File: src/srms_consts.vh
// Constants for the switch reset and mode strap block
// How it works
// - Fundamental reset holds all internal logic reset
// - Halt request keeps quasi-reset with SMBus active
// - Registers readable and writable during quasi-reset
// - Clearing halt bit starts normal operation
// - Codes 0x0/0x1 single partition, optional EEPROM
// - Codes 0x2/0x3 EEPROM from jump 0/1
// - Codes 0x8/0x9 reduced latency, optional EEPROM
// - Codes 0xA/0xB multi-partition, unattached ports
// - Code 0xD unattached, I2C reset, EEPROM
// - Codes 0xE/0xF multi-partition, disabled ports
// - Frequency select 0 means 100, 1 means 125 MHz
// - Clock-mode strap picks port clocking mode
// - Stack two strap picks its lane configuration
// - Stack three strap picks its lane configuration
`ifndef SRMS_CONSTS_VH
`define SRMS_CONSTS_VH

// Register byte offsets
`define SRMS_OFF_CTL 4'h0
`define SRMS_OFF_STRAP 4'h4
`define SRMS_OFF_MODE 4'h8
`define SRMS_OFF_STAT 4'hc

// Control register fields and reset value
`define SRMS_CTL_HALT 0
`define SRMS_CTL_SERR 1
`define SRMS_CTL_RST 32'h0000_0000

// Packed strap vector fields
`define SRMS_STRAP_W 17
`define SRMS_F_MODE 3:0
`define SRMS_F_FSEL 4
`define SRMS_F_CLKM 6:5
`define SRMS_F_STK2 10:7
`define SRMS_F_STK3 15:11
`define SRMS_F_HALT 16
`define SRMS_STRAP_RST 17'h0_0000

// Switch mode codes
`define SRMS_M_SP 4'h0
`define SRMS_M_SP_EE 4'h1
`define SRMS_M_SP_J0 4'h2
`define SRMS_M_SP_J1 4'h3
`define SRMS_M_SP_RL 4'h8
`define SRMS_M_SP_RL_EE 4'h9
`define SRMS_M_MP_UA 4'ha
`define SRMS_M_MP_UA_EE 4'hb
`define SRMS_M_RSV_C 4'hc
`define SRMS_M_MP_UA_I2C 4'hd
`define SRMS_M_MP_DIS 4'he
`define SRMS_M_MP_DIS_EE 4'hf

// Decoded mode vector width
`define SRMS_DEC_W 9

`endif

File: src/srms_top.v
// Reset sequencer and configuration strap capture with register access
`timescale 1ns/100ps
`default_nettype none
`include "srms_consts.vh"
module srms_top #(
  parameter ADDR_W = 4
)(
  input wire sys_clk,
  input wire rst_n,
  input wire fundamental_reset_n,
  input wire reset_halt_request,
  input wire [3:0] switch_mode_strap,
  input wire ref_clock_freq_select,
  input wire [1:0] port_clocking_mode_strap,
  input wire [3:0] stack_two_config_strap,
  input wire [4:0] stack_three_config_strap,
  input wire [ADDR_W-1:0] avs_address,
  input wire avs_read,
  input wire avs_write,
  input wire [31:0] avs_writedata,
  input wire [3:0] avs_byteenable,
  output reg [31:0] avs_readdata,
  output wire avs_waitrequest,
  output wire core_reset_n,
  output wire smbus_enable,
  output wire reg_access_enable,
  output wire quasi_reset,
  output reg ref_clock_125_sel,
  output reg [1:0] port_clocking_mode,
  output reg [3:0] stack_two_config,
  output reg [4:0] stack_three_config,
  output reg eeprom_init,
  output reg eeprom_jump_en,
  output reg eeprom_jump_sel,
  output reg reduced_latency,
  output reg multi_partition,
  output reg ports_unattached,
  output reg ports_disabled,
  output reg i2c_reset_mode,
  output reg mode_reserved,
  output wire strap_change_err
);
  localparam [1:0] ST_RESET = 2'h0;
  localparam [1:0] ST_CAPTURE = 2'h1;
  localparam [1:0] ST_HALT = 2'h2;
  localparam [1:0] ST_RUN = 2'h3;

  wire fund_s;
  wire [`SRMS_STRAP_W-1:0] strap_raw;
  wire [`SRMS_STRAP_W-1:0] strap_s;
  wire [`SRMS_DEC_W-1:0] dec;
  wire acc_en;
  wire bus_req;
  wire wr_go;
  wire wr_ctl;
  wire clr_halt;
  wire clr_serr;
  wire mode_moved;

  reg [1:0] state_q;
  reg [1:0] state_d;
  reg [`SRMS_STRAP_W-1:0] cap_q;
  reg halt_q;
  reg serr_q;
  reg ack_q;
  reg [31:0] rd_d;
  reg core_run_q;
  reg quasi_q;
  reg smb_en_q;

  // Pin levels into the clock domain
  assign strap_raw = {reset_halt_request,
                      stack_three_config_strap,
                      stack_two_config_strap,
                      port_clocking_mode_strap,
                      ref_clock_freq_select,
                      switch_mode_strap};

  srms_sync #(
    .W(1),
    .RST_VAL(1'b0)
  ) u_fund_sync (
    .sys_clk(sys_clk),
    .rst_n(rst_n),
    .pin_in(fundamental_reset_n),
    .sync_out(fund_s)
  );

  srms_sync #(
    .W(`SRMS_STRAP_W),
    .RST_VAL(`SRMS_STRAP_RST)
  ) u_strap_sync (
    .sys_clk(sys_clk),
    .rst_n(rst_n),
    .pin_in(strap_raw),
    .sync_out(strap_s)
  );

  // Sequencer
  always @*
  begin
    state_d = state_q;
    case (state_q)
      ST_RESET:
      begin
        state_d = ST_CAPTURE;
      end
      ST_CAPTURE:
      begin
        if (strap_s[`SRMS_F_HALT])
          state_d = ST_HALT;
        else
          state_d = ST_RUN;
      end
      ST_HALT:
      begin
        if (!halt_q)
          state_d = ST_RUN;
      end
      default:
      begin
        state_d = ST_RUN;
      end
    endcase
    if (!fund_s)
      state_d = ST_RESET;
  end

  always @(posedge sys_clk or negedge rst_n)
  begin
    if (!rst_n)
      state_q <= ST_RESET;
    else
      state_q <= state_d;
  end

  // Reset and enable outputs come from flip-flops, so a state change cannot glitch them
  always @(posedge sys_clk or negedge rst_n)
  begin
    if (!rst_n)
    begin
      core_run_q <= 1'b0;
      quasi_q <= 1'b0;
      smb_en_q <= 1'b0;
    end
    else
    begin
      core_run_q <= (state_d == ST_RUN);
      quasi_q <= (state_d == ST_HALT);
      smb_en_q <= (state_d == ST_HALT) || (state_d == ST_RUN);
    end
  end

  // Internal logic is held in reset until normal operation
  assign core_reset_n = core_run_q;
  assign quasi_reset = quasi_q;
  assign smbus_enable = smb_en_q;
  assign acc_en = smb_en_q;
  assign reg_access_enable = acc_en;

  // Strap capture at reset release
  always @(posedge sys_clk or negedge rst_n)
  begin
    if (!rst_n)
      cap_q <= `SRMS_STRAP_RST;
    else if (!fund_s)
      cap_q <= `SRMS_STRAP_RST;
    else if (state_q == ST_CAPTURE)
      cap_q <= strap_s;
  end

  srms_mode_dec u_dec (
    .mode_code(cap_q[`SRMS_F_MODE]),
    .dec(dec)
  );

  // Configuration outputs from captured values only
  always @(posedge sys_clk or negedge rst_n)
  begin
    if (!rst_n)
    begin
      ref_clock_125_sel <= 1'b0;
      port_clocking_mode <= 2'h0;
      stack_two_config <= 4'h0;
      stack_three_config <= 5'h00;
      eeprom_init <= 1'b0;
      eeprom_jump_en <= 1'b0;
      eeprom_jump_sel <= 1'b0;
      reduced_latency <= 1'b0;
      multi_partition <= 1'b0;
      ports_unattached <= 1'b0;
      ports_disabled <= 1'b0;
      i2c_reset_mode <= 1'b0;
      mode_reserved <= 1'b0;
    end
    else
    begin
      ref_clock_125_sel <= cap_q[`SRMS_F_FSEL];
      port_clocking_mode <= cap_q[`SRMS_F_CLKM];
      stack_two_config <= cap_q[`SRMS_F_STK2];
      stack_three_config <= cap_q[`SRMS_F_STK3];
      eeprom_init <= dec[0];
      eeprom_jump_en <= dec[1];
      eeprom_jump_sel <= dec[2];
      reduced_latency <= dec[3];
      multi_partition <= dec[4];
      ports_unattached <= dec[5];
      ports_disabled <= dec[6];
      i2c_reset_mode <= dec[7];
      mode_reserved <= dec[8];
    end
  end

  // Register slave, one wait cycle per access
  assign bus_req = avs_read || avs_write;
  assign avs_waitrequest = bus_req && !ack_q;
  assign wr_go = avs_write && ack_q;
  assign wr_ctl = wr_go && acc_en && avs_byteenable[0]
                  && (avs_address == `SRMS_OFF_CTL);
  assign clr_halt = wr_ctl && !avs_writedata[`SRMS_CTL_HALT];
  assign clr_serr = wr_ctl && avs_writedata[`SRMS_CTL_SERR];

  always @(posedge sys_clk or negedge rst_n)
  begin
    if (!rst_n)
      ack_q <= 1'b0;
    else
      ack_q <= bus_req && !ack_q;
  end

  // Halt bit: set on entering quasi-reset, cleared by software
  always @(posedge sys_clk or negedge rst_n)
  begin
    if (!rst_n)
      halt_q <= 1'b0;
    else if (!fund_s)
      halt_q <= 1'b0;
    else if ((state_q == ST_CAPTURE) && strap_s[`SRMS_F_HALT])
      halt_q <= 1'b1;
    else if (clr_halt)
      halt_q <= 1'b0;
  end

  // Sticky flag for switch-mode straps moving after capture
  assign mode_moved = acc_en
                      && (strap_s[`SRMS_F_MODE] != cap_q[`SRMS_F_MODE]);

  always @(posedge sys_clk or negedge rst_n)
  begin
    if (!rst_n)
      serr_q <= 1'b0;
    else if (!fund_s)
      serr_q <= 1'b0;
    else if (mode_moved)
      serr_q <= 1'b1;
    else if (clr_serr)
      serr_q <= 1'b0;
  end

  assign strap_change_err = serr_q;

  // Read multiplexer
  always @*
  begin
    rd_d = 32'h0000_0000;
    if (avs_address == `SRMS_OFF_CTL)
    begin
      rd_d[`SRMS_CTL_HALT] = halt_q;
      rd_d[`SRMS_CTL_SERR] = serr_q;
    end
    else if (avs_address == `SRMS_OFF_STRAP)
    begin
      rd_d[`SRMS_STRAP_W-1:0] = cap_q;
    end
    else if (avs_address == `SRMS_OFF_MODE)
    begin
      rd_d[`SRMS_DEC_W-1:0] = dec;
    end
    else if (avs_address == `SRMS_OFF_STAT)
    begin
      rd_d[1:0] = state_q;
      rd_d[2] = core_reset_n;
      rd_d[3] = smbus_enable;
      rd_d[4] = fund_s;
    end
  end

  always @(posedge sys_clk or negedge rst_n)
  begin
    if (!rst_n)
      avs_readdata <= 32'h0000_0000;
    else if (avs_read && !ack_q)
      avs_readdata <= rd_d;
  end
endmodule
`default_nettype wire

File: src/srms_sync.v
// Two-flop synchroniser for a vector of pin levels
`timescale 1ns/100ps
`default_nettype none
module srms_sync #(
  parameter W = 1,
  parameter [W-1:0] RST_VAL = {W{1'b0}}
)(
  input wire sys_clk,
  input wire rst_n,
  input wire [W-1:0] pin_in,
  output reg [W-1:0] sync_out
);
  reg [W-1:0] meta_q;

  always @(posedge sys_clk or negedge rst_n)
  begin
    if (!rst_n)
    begin
      meta_q <= RST_VAL;
      sync_out <= RST_VAL;
    end
    else
    begin
      meta_q <= pin_in;
      sync_out <= meta_q;
    end
  end
endmodule
`default_nettype wire

File: src/srms_mode_dec.v
// Decoder of the switch-mode strap code
`timescale 1ns/100ps
`default_nettype none
`include "srms_consts.vh"
module srms_mode_dec (
  input wire [3:0] mode_code,
  output reg [`SRMS_DEC_W-1:0] dec
);
  // dec: {rsv, i2c, dis, unatt, multi, rl, jsel, jump, ee}
  always @*
  begin
    dec = {`SRMS_DEC_W{1'b0}};
    case (mode_code)
      `SRMS_M_SP: dec = 9'h000;
      `SRMS_M_SP_EE: dec = 9'h001;
      `SRMS_M_SP_J0: dec = 9'h003;
      `SRMS_M_SP_J1: dec = 9'h007;
      `SRMS_M_SP_RL: dec = 9'h008;
      `SRMS_M_SP_RL_EE: dec = 9'h009;
      `SRMS_M_MP_UA: dec = 9'h030;
      `SRMS_M_MP_UA_EE: dec = 9'h031;
      `SRMS_M_MP_UA_I2C: dec = 9'h0b1;
      `SRMS_M_MP_DIS: dec = 9'h050;
      `SRMS_M_MP_DIS_EE: dec = 9'h051;
      `SRMS_M_RSV_C: dec = 9'h100;
      default: dec = 9'h100;
    endcase
  end
endmodule
`default_nettype wire

File: config.mk
export PLATFORM = sky130hd
export DESIGN_NAME = srms_top
export DESIGN_NICKNAME = d
export VERILOG_FILES = /design/src/srms_top.v /design/src/srms_sync.v /design/src/srms_mode_dec.v
export VERILOG_INCLUDE_DIRS = /design/src /design/src/src
export SDC_FILE = /design/constraint.sdc
export NUM_CORES = 1
export LEC_CHECK = 0
export ABC_AREA = 1
export BUFFER_PORTS_ARGS = -buffer_cell sky130_fd_sc_hd__buf_2
export CAP_MARGIN = 20
export CORE_UTILIZATION = 54
export DETAILED_ROUTE_END_ITERATION = 8
export PLACE_DENSITY = 0.84
export SYNTH_ARGS = -nofsm -noshare
export SYNTH_HDL_FRONTEND = slang
export SYNTH_HIERARCHICAL = 1
export SYNTH_SLANG_ARGS = --single-unit
File: constraint.sdc
create_clock -name sys_clk -period 3.5 [get_ports sys_clk]
set_clock_uncertainty 0.2 [all_clocks]
set_input_delay 0.7 -clock sys_clk [delete_from_list [all_inputs] [get_ports sys_clk]]
set_output_delay 0.7 -clock sys_clk [all_outputs]
set_load 0.01 [all_outputs]
## Word-level counts from Yosys, hierarchy flattened

Memory sizes are Yosys's and may differ from the RTL's.
Cells that the tools add are included.

| word-level totals | value |
|---|---|
| register bits after elaboration | 99 |
| output and inout port bits | 59 |
| memory bits (read-only) | 144 |
| memories kept | 1 |

| cells by class | value |
|---|---|
| muxes and demuxes | 19 |
| equality and inequality tests | 11 |
| reduce and logical (&&, ||, !) cells | 16 |

Memories:

| memory | words | bits a word | read ports | clocked after memory_dff | wr ports | RTL line | RTL |
|---|---|---|---|---|---|---|---|
| (name not given) | 16 | 9 | 1 | 0 | 0 | srms_mode_dec.v:13 | `case (mode_code)` |

Operators by type and width:

| cell | count |
|---|---|
| 17-bit two-way mux | 2 |
| 15-bit two-way mux | 1 |
| 1-bit logical AND | 10 |
| 5-bit two-way mux | 2 |
| 9-bit two-way mux | 1 |
| 4-bit == test, second input constant | 2 |
| 8-bit two-way mux | 1 |
| 1-bit two-way mux | 7 |
| 2-bit == test, second input constant | 3 |
| 2-bit two-way mux | 3 |
| 3-bit inequality test, second input constant | 2 |
| 2-bit one-hot mux with 3 select lines | 1 |
| 4-bit by 3-bit == test with 1-bit output, second input constant | 1 |
| 4-bit logical NOT | 1 |
| 4-bit two-way mux | 1 |
| 4-bit inequality test | 1 |
| 2-bit by 1-bit == test with 1-bit output, second input constant | 1 |
| 1-bit logical NOT | 2 |
| 2-bit logical NOT | 1 |
| 1-bit logical OR | 2 |
| 2-bit inequality test, second input constant | 1 |

## Depth between registers and ports, before layout

Gate-level depths: netlist of run 1.

| logic depth | value |
|---|---|
| word-level depth | 8 |
| depth in mapped cells | 8 |

## Modules after synthesis

The synthesis of run 1 kept the hierarchy.

Modules (own cells, without submodules):

| module | cells each | sequential area each (um^2) | area an instance (um^2) | instances |
|---|---|---|---|---|
| srms_top | 275 | 1576.5 | 2686.3 | 1 |
| srms_sync (u_strap_sync) | 34 | 850.8 | 850.8 | 1 |
| srms_mode_dec | 23 | 0.0 | 100.1 | 1 |
| srms_sync (u_fund_sync) | 2 | 50.0 | 50.0 | 1 |

## Worst setup path after synthesis of run 1

No wires, ideal clock.

| timing | value |
|---|---|
| kind | input port to output port |
| start point | input port avs_write |
| end point | output port avs_waitrequest |
| buffers on the path | 0 |
| stages on the path | 2 |
| data required time | 2600 ps |
| data arrival time | 909 ps |
| path slack | 1691 ps |
| cells stage by stage | nor2_1 nor2_1 |

| between the ends | value |
|---|---|
| longest elaborated chain between the ends | 2 |

Ends and longest elaborated chain:

| element | RTL line | RTL |
|---|---|---|
| start: declaration | srms_top.v:19 | `input wire avs_write,` |
| 1-bit logical OR | srms_top.v:215 | `assign bus_req = avs_read \|\| avs_write;` |
| 1-bit logical AND | srms_top.v:216 | `assign avs_waitrequest = bus_req && !ack_q;` |
| end: declaration | srms_top.v:23 | `output wire avs_waitrequest,` |

No other way between the ends.

## Worst setup path in the final report of run 1

| timing | value |
|---|---|
| start point | register ack_q |
| end point | output port avs_waitrequest |

| between the ends | value |
|---|---|
| longest elaborated chain between the ends | 2 |

Ends and longest elaborated chain:

| element | RTL line | RTL |
|---|---|---|
| start: declaration | srms_top.v:65 | `reg ack_q;` |
| start signal: assignment | srms_top.v:228 | `ack_q <= bus_req && !ack_q;` |
| 1-bit logical NOT | srms_top.v:216 |  |
| 1-bit logical AND | srms_top.v:216 |  |

No other way between the ends.

==> impl_metrics.json, run 1 <==
{
  "status": "finished with violations",
  "violations": "design-rule violations",
  "min_period_ns": 2.027,
  "setup_viol": 0,
  "antenna_found_initial": 0,
  "vias": 2438,
  "grt.total_usage_pct": 20.22,
  "wl_per_cell_um": 13.26,
  "synth_seq_cells": 99,
  "clk-insertion-delay-late_ns": 0.35,
  "drive_above_1_share_pct": 26.63,
  "area.growth.synth_to_final_pct": 15.13,
  "top_layer": "met4",
  "ant_nets": 0,
  "leakage_nw": 2.242,
  "ys_dominant_reg_cell": "dfrtp_1",
  "vdd_drop_max_mv": 0.2850,
  "antenna_cells": 0,
  "synthTopCellsByCount": "dfrtp_1 (99), nand2_1 (61), nand3_1 (40)",
  "dp_hpwl_um": 4590,
  "fillers": 482,
  "nets": 470,
  "port_buffers": 72,
  "tightest_slew_ns": 0.7389,
  "core_area_um2": 6459,
  "dieArea_um2": 7163,
  "via_per_inst": 4.976,
  "finalSetupTns_ns": 0,
  "hold_class": "input port to asynchronous set/reset pin",
  "grt_pass1_vias": 2320,
  "clockBufferDepth": 2,
  "syn_inst": 334,
  "yosysTopAreaCell": "dfrtp_1",
  "post_cts_buffers": 0,
  "start_kind": "register",
  "grt_pass1_wl_um": 11040,
  "path_clk_slew_ns": 0.09,
  "yosysWarnings": 6,
  "async_reset_ff_share_pct": 100.0,
  "yosysTopAreaCellShare_pct": 67.19,
  "crit_arrival_ns": 1.13,
  "gp_congestion": 0.8337,
  "avgSynthCellArea_um2": 11.04,
  "synthTopCellsByArea": "dfrtp_1 (67%), nand2_1 (6.2%), nand3_1 (5.4%), buf_4 (3.7%), inv_1 (3.5%)",
  "power.density_nw_per_um2": 516.9,
  "worstPathRequired_ns": 2.60,
  "initial_utilization_pct": 57.09,
  "wirelength_met1_um": 2767,
  "ioPinCount": 121,
  "crit_type": "register to output pin",
  "power_w": 0.002194,
  "synth.cell_area_um2": 3687,
  "relSlewSlack_pct": 50.73,
  "cts_made_buffers": 9,
  "cp_num_buf_inv": 1,
  "grt-ovfl-total": 0,
  "dr_wl_met2_um": 3315,
  "die-width_um": 84.64,
  "hold_buffers": 0,
  "synth_edf_count": 0,
  "hold_violations": 0,
  "cts_root_buf": "clkbuf_8",
  "rsz0062_at_grt": "no",
  "post-route-drc-count": 2,
  "period_share_pct": 57.91,
  "num_rows": 29,
  "crit_fanout": 3,
  "critPathSlowestCell": "dfrtp_1",
  "maxSlewViolCount": 0,
  "dieHeight_um": 84.64,
  "cts_tree": "done",
  "cts_resized": 0,
  "firstDrtPassIters": 8,
  "cpLargestDelayFamily": "flip-flops",
  "drt_iter0_markers": 174,
  "cp-end-kind": "output pin",
  "htree_levels": 3,
  "synth_cell_types": 27,
  "timing.fmax_mhz": 493.4,
  "wl_met3_um": 281,
  "crit_chain": "nor2_1 -> buf_2",
  "clock_sinks": 99,
  "grt_max_degree": 54,
  "synth.most_common_cell": "dfrtp_1",
  "drt_wl_total_um": 6496,
  "ys_seq_area_share_pct": 67.19,
  "cpPeakStageDelay_ns": 0.47,
  "cap_viol_max_count": 0
}
[metal layers]
metal | track usage, % | vias to the layer above
li1 | - | 1179
met1 | 26.81 | 1156
met5 | 0 | -
met2 | 33.56 | 93
met4 | 8.937 | 0
met3 | 2.950 | 10
[report_power, final]
part / internal [W] / switching, W / total (W)
combinational: 0.0000639 / 0.000134 / 0.000198
clock: 0.000376 / 0.000373 / 0.000749
sequential: 0.00121 / 0.0000403 / 0.00125
total: 0.00165 / 0.000548 / 0.00219
[metrics by stage]
stage | hold WS, ns | cell area, um2 | cells | util (%) | setup slack [ns]
2_1_floorplan | 0.1312 | 3740 | 348 | - | 1.691
3_3_place_gp | 0.1338 | 4033 | 474 | 62.44 | 1.385
3_5_place_dp | 0.1347 | 4033 | 474 | 62.44 | 1.306
4_1_cts | 0.1542 | 4245 | 490 | 65.73 | 1.471
5_1_grt | 0.1589 | 4245 | 490 | 65.73 | 1.380
6_report | 0.1500 | 4245 | 490 | 65.73 | 1.473
[registers in the layout (all words and copies together), names as in the netlist, 2 cells and up]
register / cells
u_strap_sync/meta_q: 17
cap_q: 17
state_q: 2
stack_two_config: 4
avs_readdata: 17
port_clocking_mode: 2
u_strap_sync/sync_out: 17
stack_three_config: 5
[path summary, 6_finish.rpt]
path	startpoint	to	cells past startpoint	slack [ns]
setup reg to reg	u_fund_sync/sync_out	cap_q[16]	2	1.71
max in group asynchronous	rst_n	cap_q[15]	2	2.20
hold reg to reg	u_strap_sync/meta_q[4]	u_strap_sync/sync_out[4]	0	0.15
setup / recovery	ack_q	avs_waitrequest	2	1.47
hold / removal	rst_n	strap_change_err	1	0.15
min in group sys_clk	u_strap_sync/meta_q[4]	u_strap_sync/sync_out[4]	0	0.15
[cell usage in the layout (no fill, tap or decap), types with 3 or more instances in the layout]
cell and count:
a21oi_1 5, buf_2 71, buf_4 3, clkbuf_8 11
conb_1 15, dfrtp_1 99, inv_1 34, inv_2 3
nand2_1 61, nand3_1 40, nand4_1 4, nor2_1 19
nor2_4 3, o21ai_0 5, o21ai_1 17, o31ai_2 8
[logic make-up (layout without fill, tap and decap cells)]
logic type	count (synthesis)	count (layout)	synth area share (%)
AND/OR/NAND/NOR	134	134	17.14
flip-flops	99	99	67.19
AO/OA/AOI/OAI	36	36	6.617
other	1	15	0.1017
buffers and inverters	64	129	8.958
[layout make-up]
cell class	count	area, um2	area share, %
repair buffers	74	377.9	8.901
multi-input cells	185	932.1	21.96
well taps	77	96.34	2.269
clock inverters	4	57.56	1.356
inverters	39	148.9	3.507
clock buffers	12	155.1	3.655
flip-flops and latches	99	2477	58.36
Note: power is estimated with default switching activity, not from simulation.
==> inputs of run 2 (changes only) <==
- CORE_UTILIZATION: 54 -> 50
- PLACE_DENSITY: 0.84 -> 0.79
- clock period: 3.5 -> 1.94 ns (I/O delays scaled with it)
==> run 2 against run 1 <==
Net effect:
- the flow now finishes without violations
- final cell count is 8.6% higher
- critical path depth did not move
- die area up 7.8%
- sequential power up 79%
- clock-buffer cell count decreased by 2
- flip-flop and latch count unchanged
- sequential share of layout area shrank 3.5 points
- global-route usage shrank 1.6 points
- first-iteration DRC count increased by 9.2%
- via count grew 3.3%
- critical path type unchanged
==> impl_metrics.json, run 2 (synthesis gave the netlist of run 1 again) <==
{
  "initial_utilization_pct": 53.10,
  "antenna_cells": 0,
  "cp-end-kind": "output pin",
  "ioPinCount": 121,
  "grt_pass1_vias": 2323,
  "cts_tree": "done",
  "clock_sinks": 99,
  "cpPeakStageDelay_ns": 0.46,
  "mostFrequentLayoutCells": "dfrtp_1 (99), buf_2 (71), nand2_1 (61)",
  "htree_levels": 3,
  "finalSetupTns_ns": 0,
  "vdd_drop_max_mv": 0.5162,
  "start_kind": "register",
  "power_w": 0.004039,
  "dieHeight_um": 87.88,
  "clk-insertion-delay-late_ns": 0.36,
  "min_period_ns": 1.711,
  "crit_type": "register to output pin",
  "nets": 493,
  "grt_max_degree": 36,
  "grt_pass1_wl_um": 10720,
  "ant_nets": 0,
  "cp.depth": 2,
  "power.density_nw_per_um2": 893.8,
  "cts_root_buf": "clkbuf_8",
  "timing.fmax_mhz": 584.5,
  "cap_viol_max_count": 0,
  "dieArea_um2": 7722,
  "drt_iter0_markers": 190,
  "maxSlewViolCount": 0,
  "r2r_cells": 4,
  "antenna_found_initial": 0,
  "post-route-drc-count": 0,
  "area.growth.synth_to_final_pct": 22.57,
  "multi_input_area_um2": 932.1,
  "cpLargestDelayFamily": "flip-flops",
  "firstDrtPassIters": 5,
  "vias": 2518,
  "cts_made_buffers": 9,
  "core_area_um2": 6944,
  "post_cts_buffers": 0,
  "cts_resized": 0,
  "critPathSlowestCell": "dfrtp_1",
  "gp_congestion": 0.8289,
  "worstPathRequired_ns": 1.35,
  "wl_per_cell_um": 12.26,
  "hold_buffers": 19,
  "fillers": 554,
  "period_share_pct": 88.18,
  "port_buffers": 72,
  "crit_arrival_ns": 1.12,
  "drive_above_1_share_pct": 26.15,
  "rsz0062_at_grt": "no",
  "hold_class": "input port to register",
  "placed_area_um2": 4111,
  "path_clk_slew_ns": 0.09,
  "clockBufferDepth": 2,
  "via_per_inst": 4.733,
  "grt-ovfl-total": 0,
  "fin_hold_ws_ns": 0.1094,
  "regArea_um2": 2477,
  "setup_viol": 0,
  "final_common_cell": "dfrtp_1",
  "hold_violations": 0,
  "num_rows": 30,
  "dp_hpwl_um": 4545,
  "drt_wl_total_um": 6521,
  "status": "completed",
  "die-width_um": 87.88,
  "design_area_um2": 4519,
  "crit_chain": "nor2_1 -> buf_2",
  "cp_num_buf_inv": 1,
  "grt.total_usage_pct": 18.58,
  "leakage_nw": 2.352,
  "min_path_cells": 3,
  "crit_fanout": 3
}
-- run 2: path summary, 6_finish.rpt --
path	from	end	slack, ns
min in group asynchronous	rst_n	core_reset_n	0.33
max in group asynchronous	rst_n	ports_unattached	0.67
worst min-delay path	avs_read	ack_q	0.11
worst max register to register	state_q[1]	core_reset_n	0.48
worst max-delay path	ack_q	avs_waitrequest	0.23
worst min register to register	u_strap_sync/meta_q[4]	u_strap_sync/sync_out[4]	0.15
-- run 2: area by class of cell --
class | count | share of cell area [%]
inverters | 39 | 3.295
flip-flops and latches | 99 | 54.82
well taps | 96 | 2.658
clock inverters | 6 | 1.993
multi-input cells | 185 | 20.63
repair buffers | 97 | 13.79
clock buffers | 10 | 2.824
-- run 2: stage by stage --
stage / worst slack, ns / utilization (%) / cells
finish: 0.2293 / 65.08 / 532
global route: 0.1708 / 65.08 / 532
CTS: 0.2176 / 65.08 / 532
detailed placement: 0.3756 / 59.21 / 497
global placement: 0.4084 / 59.21 / 497
floorplan: 0.6217 / - / 348
-- run 2: tightest hold or removal path, stage by stage --
cell    delay (ns)
buf_2         0.11
nor2_1        0.08
nor2_1        0.05
-- run 2: where the power goes --
part           switching, W  internal, W  leakage (nW)
Clock              0.000661     0.000728         0.106
Combinational      0.000255     0.000152         0.976
Sequential        0.0000658      0.00218          1.27
-- run 2: per-layer routing --
layer  GRT usage [%]  wire length [um]
met4           9.985               150
met3           2.922               379
met2           29.88              3193
met1           24.46              2797
met5               0                 0
